### config.mk
export PLATFORM = sky130hd
export DESIGN_NAME = otp_status_and_supply_monitor
export DESIGN_NICKNAME = d
export VERILOG_FILES = /design/src/rtl/otp_mon_pkg.sv /design/src/rtl/sync2.sv /design/src/rtl/shadow_mem.sv /design/src/rtl/otp_status_and_supply_monitor.sv
export SDC_FILE = /design/constraint.sdc
export NUM_CORES = 1
export LEC_CHECK = 0
export ABC_AREA = 1
export BUFFER_PORTS_ARGS = -buffer_cell sky130_fd_sc_hd__buf_2
export CORE_MARGIN = 10
export CORE_UTILIZATION = 55
export DETAILED_ROUTE_END_ITERATION = 6
export PLACE_DENSITY = 0.75
export SLEW_MARGIN = 20
export SYNTH_ARGS = -nofsm -noshare
export SYNTH_HDL_FRONTEND = slang
export SYNTH_HIERARCHICAL = 1
export SYNTH_SLANG_ARGS = --single-unit
export TNS_END_PERCENT = 5
### constraint.sdc
create_clock -name clk -period 2.6 [get_ports clk]
set_clock_uncertainty 0.2 [all_clocks]
set_input_delay 0.65 -clock clk [delete_from_list [all_inputs] [get_ports clk]]
set_output_delay 0.65 -clock clk [all_outputs]
set_load 0.03 [all_outputs]
### src/rtl/otp_mon_pkg.sv
// Package: constants for the OTP status and supply monitor
package otp_mon_pkg;
  // Register indexes on the link read port (no offset is given for either)
  localparam logic [7:0] FACTORY_CONFIG_IDX = 8'h00;
  localparam logic [7:0] STATUS_CHECK_IDX   = 8'h01;
  // Factory shadow array geometry
  localparam int         FACT_REGS    = 8;
  localparam int         FACT_AW      = 3;
  localparam logic [2:0] FACT_LAST    = 3'h7;
  // Lock bits sit in the top bits of the last shadow register
  localparam logic [7:0] LOCK_MASK    = 8'hc0;
  localparam int         LOCK_BIT     = 7;
  // Stored CRC sits in bits [5:3] of the last shadow register
  localparam int         CRC_POS      = 3;
  // CRC polynomial x^3 + x + 1 and seed
  localparam logic [2:0] CRC_POLY     = 3'h3;
  localparam logic [2:0] CRC_SEED     = 3'h7;
  // Field positions in the status register
  localparam int         SC_TEST_POS  = 0;
  localparam int         SC_USER_POS  = 1;
  localparam int         SC_INIT_POS  = 2;
  localparam int         SC_FACT_POS  = 3;
  localparam int         SC_OFF_POS   = 4;
  localparam logic [7:0] SC_RESET     = 8'h1b;
  // Range field of the factory configuration register
  localparam int         RANGE_POS    = 0;
  // Serial number layout: register 0 and 1 low bits hold the serial
  localparam int         SERIAL_W     = 13;
  localparam logic [12:0] SERIAL_FIRST = 13'h0001;
  // Offset monitor counter
  localparam int          OFFCNT_W    = 8;
  localparam logic [7:0]  OFFCNT_MAX  = 8'hff;
  // Capacitor test timing in microseconds, clock 50 MHz
  localparam int CLK_MHZ              = 50;
  localparam int CAP_DELAY_US         = 10;
  localparam int CAP_DURATION_US      = 20;
  localparam int CAP_PERIOD_US        = 1000;
  localparam int CAP_DELAY_CYC        = CAP_DELAY_US * CLK_MHZ;
  localparam int CAP_DURATION_CYC     = CAP_DURATION_US * CLK_MHZ;
  localparam int CAP_PERIOD_CYC       = CAP_PERIOD_US * CLK_MHZ;
  localparam int CAP_CNT_W            = 24;
  // Capacitor test sequencer states
  typedef enum logic [1:0] {
    CAP_IDLE = 2'b00,
    CAP_WAIT = 2'b01,
    CAP_OFF  = 2'b10
  } cap_state_t;
endpackage : otp_mon_pkg

### src/rtl/sync2.sv
// Two-flop synchroniser for one asynchronous level
module sync2
  import otp_mon_pkg::*;
#(
  parameter logic RST_VAL = 1'b0
)
(
  input  wire logic clk,
  input  wire logic arst_n,
  input  wire logic clk_en,
  input  wire logic d,
  output logic      q
);
  logic meta_r;
  logic meta_nxt;
  logic q_nxt;

  // First stage is read only by the second
  always_comb
  begin
    meta_nxt = clk_en ? d : meta_r;
    q_nxt    = clk_en ? meta_r : q;
  end

  always_ff @(posedge clk or negedge arst_n)
  begin
    if (!arst_n)
    begin
      meta_r <= RST_VAL;
      q      <= RST_VAL;
    end
    else
    begin
      meta_r <= meta_nxt;
      q      <= q_nxt;
    end
  end
endmodule : sync2

### src/rtl/shadow_mem.sv
// Shadow register copy of the factory fuse array, registered read
module shadow_mem
  import otp_mon_pkg::*;
(
  input  wire logic               clk,
  input  wire logic               arst_n,
  input  wire logic               clk_en,
  input  wire logic               wr_en,
  input  wire logic [FACT_AW-1:0] wr_addr,
  input  wire logic [7:0]         wr_data,
  input  wire logic [FACT_AW-1:0] rd_addr,
  output logic      [7:0]         rd_data
);
  logic [7:0] mem_r [FACT_REGS];
  logic [7:0] rd_nxt;

  always_comb
  begin
    rd_nxt = clk_en ? mem_r[rd_addr] : rd_data;
  end

  // Contents survive reset: fuse load rewrites them
  always_ff @(posedge clk)
  begin
    if (clk_en && wr_en)
    begin
      mem_r[wr_addr] <= wr_data;
    end
  end

  always_ff @(posedge clk or negedge arst_n)
  begin
    if (!arst_n)
    begin
      rd_data <= 8'h00;
    end
    else
    begin
      rd_data <= rd_nxt;
    end
  end
endmodule : shadow_mem

### src/rtl/otp_status_and_supply_monitor.sv
// Top: factory CRC check, status flags, supply and capacitor monitors
// Function
// - CRC x^3+x+1 over factory data, seeded with all ones each pass.
// - CRC check runs only while factory array is locked.
// - CRC recomputed continuously, all factory bits except lock and stored CRC bits.
// - Bits fed LSB first, registers in ascending address order.
// - Mismatch with stored 3-bit CRC clears factory error flag.
// - CRC taken over shadow registers, not fuse cells.
// - Serial and factory config registers covered by CRC only.
// - 13-bit serial from 1 per lot, lot number from 1.
// - Test-mode status bit low in test mode, high otherwise.
// - User OTP mismatch clears user error flag until reset.
// - Factory error flag stays cleared until reset; reads don't restore.
// - Offset init bit set when init done, filter in normal mode.
// - Offset error flag cleared when offset count exceeds limit.
// - Status and config registers read-only over the link.
// - Reset held after power-on until all supplies above threshold.
// - Reset asserted when any supply drops below threshold.
// - VCC dip aborts current response; answer next sync after.
// - After each transmission plus delay, buffer regulator off briefly.
// - Digital and analog regulators periodically off for test interval.
// - Factory config read-only with 3-bit range field.
// - Up/down offset counter; exceeding count limit clears offset flag.
module otp_status_and_supply_monitor
  import otp_mon_pkg::*;
(
  input  wire logic               clk,
  input  wire logic               arst_n,
  input  wire logic               clk_en,
  input  wire logic               fuse_wr_en,
  input  wire logic [FACT_AW-1:0] fuse_wr_addr,
  input  wire logic [7:0]         fuse_wr_data,
  input  wire logic               test_mode,
  input  wire logic               user_otp_mismatch,
  input  wire logic               offset_init_finished,
  input  wire logic               offset_out_of_limit,
  input  wire logic               offset_monitor_en,
  input  wire logic [OFFCNT_W-1:0] offset_count_limit,
  input  wire logic               vcc_ok_pin,
  input  wire logic               vbuf_ok_pin,
  input  wire logic               vreg_ok_pin,
  input  wire logic               analog_regulator_ok_pin,
  input  wire logic               tx_done,
  input  wire logic               sync_pulse,
  input  wire logic               reg_rd,
  input  wire logic [7:0]         reg_idx,
  output logic      [7:0]         reg_rdata,
  output logic                    reg_rvalid,
  output logic                    tx_abort,
  output logic                    tx_allow,
  output logic                    int_reset_n,
  output logic                    buf_reg_off,
  output logic                    core_reg_off,
  output logic      [7:0]         status_check,
  output logic      [7:0]         factory_config
);
  // Synchronised supply monitor levels
  logic vcc_ok;
  logic vbuf_ok;
  logic vreg_ok;
  logic areg_ok;

  sync2 #(.RST_VAL(1'b0)) u_sync_vcc
  (
    .clk    (clk),
    .arst_n (arst_n),
    .clk_en (clk_en),
    .d      (vcc_ok_pin),
    .q      (vcc_ok)
  );
  sync2 #(.RST_VAL(1'b0)) u_sync_vbuf
  (
    .clk    (clk),
    .arst_n (arst_n),
    .clk_en (clk_en),
    .d      (vbuf_ok_pin),
    .q      (vbuf_ok)
  );
  sync2 #(.RST_VAL(1'b0)) u_sync_vreg
  (
    .clk    (clk),
    .arst_n (arst_n),
    .clk_en (clk_en),
    .d      (vreg_ok_pin),
    .q      (vreg_ok)
  );
  sync2 #(.RST_VAL(1'b0)) u_sync_areg
  (
    .clk    (clk),
    .arst_n (arst_n),
    .clk_en (clk_en),
    .d      (analog_regulator_ok_pin),
    .q      (areg_ok)
  );

  // Shadow copy scanned by the CRC engine
  logic [FACT_AW-1:0] scan_addr_r;
  logic [FACT_AW-1:0] scan_addr_nxt;
  logic [7:0]         scan_data;

  shadow_mem u_shadow
  (
    .clk     (clk),
    .arst_n  (arst_n),
    .clk_en  (clk_en),
    .wr_en   (fuse_wr_en),
    .wr_addr (fuse_wr_addr),
    .wr_data (fuse_wr_data),
    .rd_addr (scan_addr_r),
    .rd_data (scan_data)
  );

  // CRC walk state: address issued, data one cycle later
  logic [FACT_AW-1:0] data_addr_r;
  logic [FACT_AW-1:0] data_addr_nxt;
  logic               data_vld_r;
  logic               data_vld_nxt;
  logic [2:0]         crc_r;
  logic [2:0]         crc_nxt;
  logic [7:0]         cfg_r;
  logic [7:0]         cfg_nxt;
  logic [7:0]         sc_r;
  logic [7:0]         sc_nxt;
  logic [7:0]         feed;
  logic [2:0]         crc_acc;
  logic               crc_fail;

  // Serial crc over one byte, lock bits masked out of the stream
  function automatic logic [2:0] crc_byte(input logic [2:0] c,
                                          input logic [7:0] d,
                                          input logic [7:0] keep);
    logic [2:0] t;
    logic       fb;
    t = c;
    for (int i = 0; i < 8; i++)
    begin
      if (keep[i])
      begin
        fb = t[2] ^ d[i];
        t  = {t[1:0], 1'b0} ^ (fb ? CRC_POLY : 3'h0);
      end
    end
    return t;
  endfunction : crc_byte

  // CRC engine and register capture
  always_comb
  begin
    scan_addr_nxt = scan_addr_r + 3'h1;
    data_addr_nxt = scan_addr_r;
    data_vld_nxt  = 1'b1;
    crc_nxt       = crc_r;
    cfg_nxt       = cfg_r;
    crc_fail      = 1'b0;
    crc_acc       = 3'h0;
    // Last register loses lock bits and stored crc from the stream
    feed = (data_addr_r == FACT_LAST) ?
           ~(LOCK_MASK | (8'h07 << CRC_POS)) : 8'hff;
    if (data_vld_r)
    begin
      crc_acc = crc_byte(crc_r, scan_data, feed);
      crc_nxt = crc_acc;
      if (data_addr_r == {FACT_AW{1'b0}})
      begin
        // Fresh seed at start of every pass
        crc_nxt = crc_byte(CRC_SEED, scan_data, feed);
        cfg_nxt = scan_data;
      end
      if (data_addr_r == FACT_LAST)
      begin
        // Compare only when the array is locked
        crc_fail = scan_data[LOCK_BIT] &&
                   (crc_acc != scan_data[CRC_POS +: 3]);
      end
    end
  end

  always_ff @(posedge clk or negedge arst_n)
  begin
    if (!arst_n)
    begin
      scan_addr_r <= '0;
      data_addr_r <= '0;
      data_vld_r  <= 1'b0;
      crc_r       <= CRC_SEED;
      cfg_r       <= 8'h00;
    end
    else if (clk_en)
    begin
      scan_addr_r <= scan_addr_nxt;
      data_addr_r <= data_addr_nxt;
      data_vld_r  <= data_vld_nxt;
      crc_r       <= crc_nxt;
      cfg_r       <= cfg_nxt;
    end
  end

  // Offset monitor up/down counter, rails at both ends
  logic [OFFCNT_W-1:0] offcnt_r;
  logic [OFFCNT_W-1:0] offcnt_nxt;

  always_comb
  begin
    offcnt_nxt = offcnt_r;
    if (offset_monitor_en)
    begin
      if (offset_out_of_limit && offcnt_r != OFFCNT_MAX)
        offcnt_nxt = offcnt_r + 8'h01;
      else if (!offset_out_of_limit && offcnt_r != 8'h00)
        offcnt_nxt = offcnt_r - 8'h01;
    end
  end

  // Status flags: active-low faults are sticky until reset
  always_comb
  begin
    sc_nxt = sc_r;
    sc_nxt[SC_TEST_POS] = ~test_mode;
    if (user_otp_mismatch)
      sc_nxt[SC_USER_POS] = 1'b0;
    if (offset_init_finished)
      sc_nxt[SC_INIT_POS] = 1'b1;
    if (crc_fail)
      sc_nxt[SC_FACT_POS] = 1'b0;
    if (offcnt_r > offset_count_limit)
      sc_nxt[SC_OFF_POS] = 1'b0;
  end

  always_ff @(posedge clk or negedge arst_n)
  begin
    if (!arst_n)
    begin
      sc_r     <= SC_RESET;
      offcnt_r <= '0;
    end
    else if (clk_en)
    begin
      sc_r     <= sc_nxt;
      offcnt_r <= offcnt_nxt;
    end
  end

  // Read-only link port: no write path exists at all
  logic [7:0] rdata_nxt;
  logic       rvalid_nxt;

  always_comb
  begin
    rvalid_nxt = reg_rd;
    rdata_nxt  = 8'h00;
    if (reg_rd)
    begin
      unique case (reg_idx)
        FACTORY_CONFIG_IDX: rdata_nxt = cfg_r;
        STATUS_CHECK_IDX:   rdata_nxt = sc_r;
        default:            rdata_nxt = 8'h00;
      endcase
    end
  end

  // Supply supervision and capacitor test sequencer
  cap_state_t           cap_st_r;
  cap_state_t           cap_st_nxt;
  logic [CAP_CNT_W-1:0] cap_cnt_r;
  logic [CAP_CNT_W-1:0] cap_cnt_nxt;
  logic [CAP_CNT_W-1:0] per_cnt_r;
  logic [CAP_CNT_W-1:0] per_cnt_nxt;
  logic                 core_off_nxt;
  logic                 rst_nxt;
  logic                 allow_nxt;
  logic                 abort_nxt;
  logic                 vcc_ok_d_r;

  always_comb
  begin
    // All supplies must be good; reset follows any drop
    rst_nxt     = vcc_ok & vbuf_ok & vreg_ok & areg_ok;
    abort_nxt   = vcc_ok_d_r & ~vcc_ok & ~tx_abort;
    allow_nxt   = tx_allow;
    if (!vcc_ok)
      allow_nxt = 1'b0;
    else if (sync_pulse)
      allow_nxt = 1'b1;
    cap_st_nxt  = cap_st_r;
    cap_cnt_nxt = cap_cnt_r;
    unique case (cap_st_r)
      CAP_IDLE:
        if (tx_done)
        begin
          cap_st_nxt  = CAP_WAIT;
          cap_cnt_nxt = CAP_CNT_W'(CAP_DELAY_CYC - 1);
        end
      CAP_WAIT:
        if (cap_cnt_r == '0)
        begin
          cap_st_nxt  = CAP_OFF;
          cap_cnt_nxt = CAP_CNT_W'(CAP_DURATION_CYC - 1);
        end
        else
          cap_cnt_nxt = cap_cnt_r - 1'b1;
      CAP_OFF:
        if (cap_cnt_r == '0)
          cap_st_nxt = CAP_IDLE;
        else
          cap_cnt_nxt = cap_cnt_r - 1'b1;
      default:
        cap_st_nxt = CAP_IDLE;
    endcase
    // Window keyed to the present count: first period after reset is full
    per_cnt_nxt = (per_cnt_r == CAP_CNT_W'(CAP_PERIOD_CYC - 1)) ?
                  '0 : per_cnt_r + 1'b1;
    core_off_nxt = per_cnt_r < CAP_CNT_W'(CAP_DURATION_CYC);
  end

  always_ff @(posedge clk or negedge arst_n)
  begin
    if (!arst_n)
    begin
      cap_st_r     <= CAP_IDLE;
      cap_cnt_r    <= '0;
      per_cnt_r    <= '0;
      core_reg_off <= 1'b0;
      buf_reg_off  <= 1'b0;
      int_reset_n  <= 1'b0;
      tx_allow     <= 1'b0;
      tx_abort     <= 1'b0;
      vcc_ok_d_r   <= 1'b0;
      reg_rdata    <= 8'h00;
      reg_rvalid   <= 1'b0;
      status_check <= SC_RESET;
      factory_config <= 8'h00;
    end
    else if (clk_en)
    begin
      cap_st_r     <= cap_st_nxt;
      cap_cnt_r    <= cap_cnt_nxt;
      per_cnt_r    <= per_cnt_nxt;
      core_reg_off <= core_off_nxt;
      buf_reg_off  <= (cap_st_nxt == CAP_OFF);
      int_reset_n  <= rst_nxt;
      tx_allow     <= allow_nxt;
      tx_abort     <= abort_nxt;
      vcc_ok_d_r   <= vcc_ok;
      reg_rdata    <= rdata_nxt;
      reg_rvalid   <= rvalid_nxt;
      status_check <= sc_nxt;
      factory_config <= cfg_nxt;
    end
  end
endmodule : otp_status_and_supply_monitor

==> flow_summary.json <==
{
  "rrSetupSlack_ns": -0.06,
  "routed_wl_mm": 22.7,
  "cts_tree": "done",
  "gp_congestion": 0.896,
  "synthCells": 1114,
  "syn_area_um2": 9330,
  "fp-row-count": 47,
  "post_dp_cell_area_um2": 10200,
  "p_total_w": 0.0128,
  "synthArstFlopShare_pct": 63.6,
  "hold_viol": 3,
  "via_per_inst": 5.37,
  "synth_warnings": 6,
  "min_period_ns": 2.66,
  "seqCellArea_um2": 4740,
  "setup_viol": 4,
  "die_h_um": 150,
  "endpoint_kind": "register",
  "die_x_um": 150,
  "leakage_nw": 5.53,
  "layout_setup_ws_ns": -0.0615,
  "drtAntennaViolNets": 0,
  "diodes": 0,
  "internal_power_w": 0.00724,
  "clockBufferDepth": 2,
  "antenna_found_initial": 0,
  "p_clk_share_pct": 19.1,
  "fill_cells": 1316,
  "io_pins": 73,
  "arrival_ns": 2.83,
  "synth_most_common_cell": "nand2_1",
  "critPathCapture": "status_check[3]",
  "r2r-end": "status_check[3]",
  "status": "complete, but fails checks",
  "drtIter0Drc": 780,
  "rsz0062_at_grt": "true",
  "clock_latency_ns": 0.43,
  "combPwrFrac_pct": 51.7,
  "grt_max_degree": 66,
  "cap_viol_max_count": 0,
  "ys_seq_elements": 176,
  "switchingPower_w": 0.00558,
  "drt_pre_antenna_iters": 6,
  "finalMaxSlewViolations": 0,
  "r2r-start": "u_shadow/rd_data[0]",
  "ctsHoldBuffers": 0,
  "drt_drc_violations_left": 0,
  "grt_overflow": 0,
  "peakVddDrop_v": 0.000888,
  "whs_ns": -0.00100,
  "rr_worst_depth": 23,
  "crit_type": "reg2reg",
  "cts_buffers": 17,
  "synth_ff_type": "dfrtp_1",
  "cts.sinks": 176,
  "syn2layout_area_growth_pct": 20.7,
  "max_stage_delay_ns": 0.49,
  "finalSetupTns_ns": -0.135,
  "grt_pass1_vias": 7685,
  "p_sw_share_pct": 43.5,
  "clk_pin_slew_worst_paths_ns": 0.07,
  "dp_cells": 1435,
  "cts_root_buf": "clkbuf_16",
  "ys_seq_area_share_pct": 50.7,
  "synth_area_leaders": "dfrtp_1, edfxtp_1, nand2_1, inv_1, nand3_1",
  "crit_start": "u_shadow/rd_data[0]",
  "synth_top_area_share_pct": 28.2,
  "max_freq_mhz": 376,
  "grt_pass1_wl_mm": 36.7,
  "fin_cells": 1488,
  "violations": "negative hold slack, negative setup slack",
  "htreeDepth": 4,
  "yosysUniqueCellTypes": 50,
  "cp_common_cell": "nand2_2",
  "synth.avg_cell_area_um2": 8.37,
  "via_count": 7996,
  "routedWlPerCell_um": 15.3,
  "synth_edf_count": 64,
  "start_util_pct": 56.2,
  "hp-class": "in2async",
  "drive_gt1_share_pct": 23.2,
  "synth_top_cell_by_area": "dfrtp_1",
  "seqPwrFrac_pct": 29.3,
  "yosys-top-cells-count": "nand2_1, inv_1, dfrtp_1",
  "fin_nets": 1321,
  "power_density_nw_per_um2": 1140,
  "hpwl_mm": 15.4,
  "coreArea_um2": 16600,
  "timing.final.crit_share_pct": 102,
  "portBuffers": 69,
  "grt.total_usage_pct": 20.1,
  "slowest_stage": "dfrtp_2",
  "multi_input_area_um2": 4080,
  "die_area_um2": 22600,
  "cp.required_ns": 2.77,
  "startpoint_type": "register",
  "crit_chain": "inv_4 > nand2_2 > nand2_4 > nand2_4 > nand2_4 > nand2_2 > nand3_2 > nand2_2 > nand2_2 > nand3_1 > nand2_1 > inv_1 > nand2_1 > nand2_1 > nand2_2 > nand2_2 > nand2_2 > nand3_4 > nand3_2 > nand2_2 > nor2_2 > nand3_2 > a21oi_2",
  "design_area_um2": 11300,
  "cp_max_fo": 8
}
==> how the worst min path moves through the flow <==
stage	end	slack, ns	cells after the start
final	reg_rdata[2]	-0.001	2
after global routing	cap_cnt_r[6]	0.02	2
after CTS	cap_cnt_r[5]	0.01	2
after detailed placement	u_sync_vbuf/meta_r	0.26	2
after global placement	u_sync_vbuf/q	0.25	2
after floorplan	buf_reg_off	0.15	0
==> cells by family after synthesis <==
group / after synthesis / synth area share (%)
AO/OA/AOI/OAI: 121 / 7.49
XOR/XNOR: 33 / 3.10
adder cells (fa/ha/maj): 23 / 3.17
buffers and inverters: 200 / 9.05
flip-flops: 176 / 50.7
other: 1 / 0.0402
AND/OR/NAND/NOR: 560 / 26.4
==> repair_timing <==
item	4_1_cts	5_1_grt
setup endpoints to repair	3	20
pin swaps	5	37
gates cloned	0	0
setup buffers	1	20
gates resized for setup	9	79
==> per-stage QoR <==
step	util [%]	setup slack, ns
after CTS	65.3	-0.00459
after global placement	61.7	0.0143
final	67.9	-0.0615
after floorplan	-	0.0164
after global routing	67.9	-0.224
after detailed placement	61.7	-0.117
==> worst max-delay path: cells and delay by family (launching register included) <==
kind,cells,cell delay [ns]
buf+inv,2,0.18
simple gates,20,1.60
flops,1,0.49
compound gates,1,0.14
==> cell usage in the layout (no fill, tap or decap), types with 4 or more instances in the layout <==
cell,n
o21ai_1,7
or2_2,4
a21oi_2,5
inv_1,160
dfstp_2,7
a21oi_1,35
nor4_1,7
nor3_1,20
nor2_2,4
xnor2_1,4
o21a_1,5
nand3_2,19
nand4_1,17
o211ai_1,4
o21ai_0,40
inv_2,11
buf_4,74
nand2_1,262
buf_2,68
xor2_1,28
o22ai_1,6
ha_1,20
edfxtp_1,64
clkbuf_16,17
nand2_4,11
inv_6,4
nor2_1,80
dfrtp_1,102
nand2_2,37
nand3_1,85
==> state kept, by name (all words and copies together), names as in the netlist, 5 cells and up <==
name              cells
reg_rdata             8
factory_config        8
per_cnt_r            24
status_check          5
u_shadow/mem_r       64
u_shadow/rd_data      8
cap_cnt_r            24
offcnt_r              8
==> final cells by class <==
type | instances | share of cell area (%)
clock buffers | 18 | 3.81
inverters | 175 | 5.89
clock inverters | 14 | 1.16
multi-input cells | 740 | 36.2
repair buffers | 145 | 8.41
flip-flops and latches | 176 | 42.1
well taps | 220 | 2.44
==> power by group through the flow <==
stage | combinational (W) | sequential, W | clock, W
final | 0.00662 | 0.00376 | 0.00244
after global routing | 0.00732 | 0.00381 | 0.00258
after CTS | 0.00525 | 0.00373 | 0.00247
after detailed placement | 0.00513 | 0.00377 | 0
after global placement | 0.00497 | 0.00376 | 0
after floorplan | 0.00380 | 0.00385 | 0
==> routing by layer <==
metal / vias to the layer above / wire length, um / part of all wire [%] / GRT usage (%)
li1: 3895 / - / - / -
met3: 46 / 1330 / 5.9 / 3.78
met2: 282 / 11100 / 49 / 33.7
met5: - / 0 / 0 / 0
met1: 3773 / 9790 / 43 / 25.7
met4: 0 / 488 / 2.1 / 6.37
No activity file was read; power rests on OpenSTA's default activity.
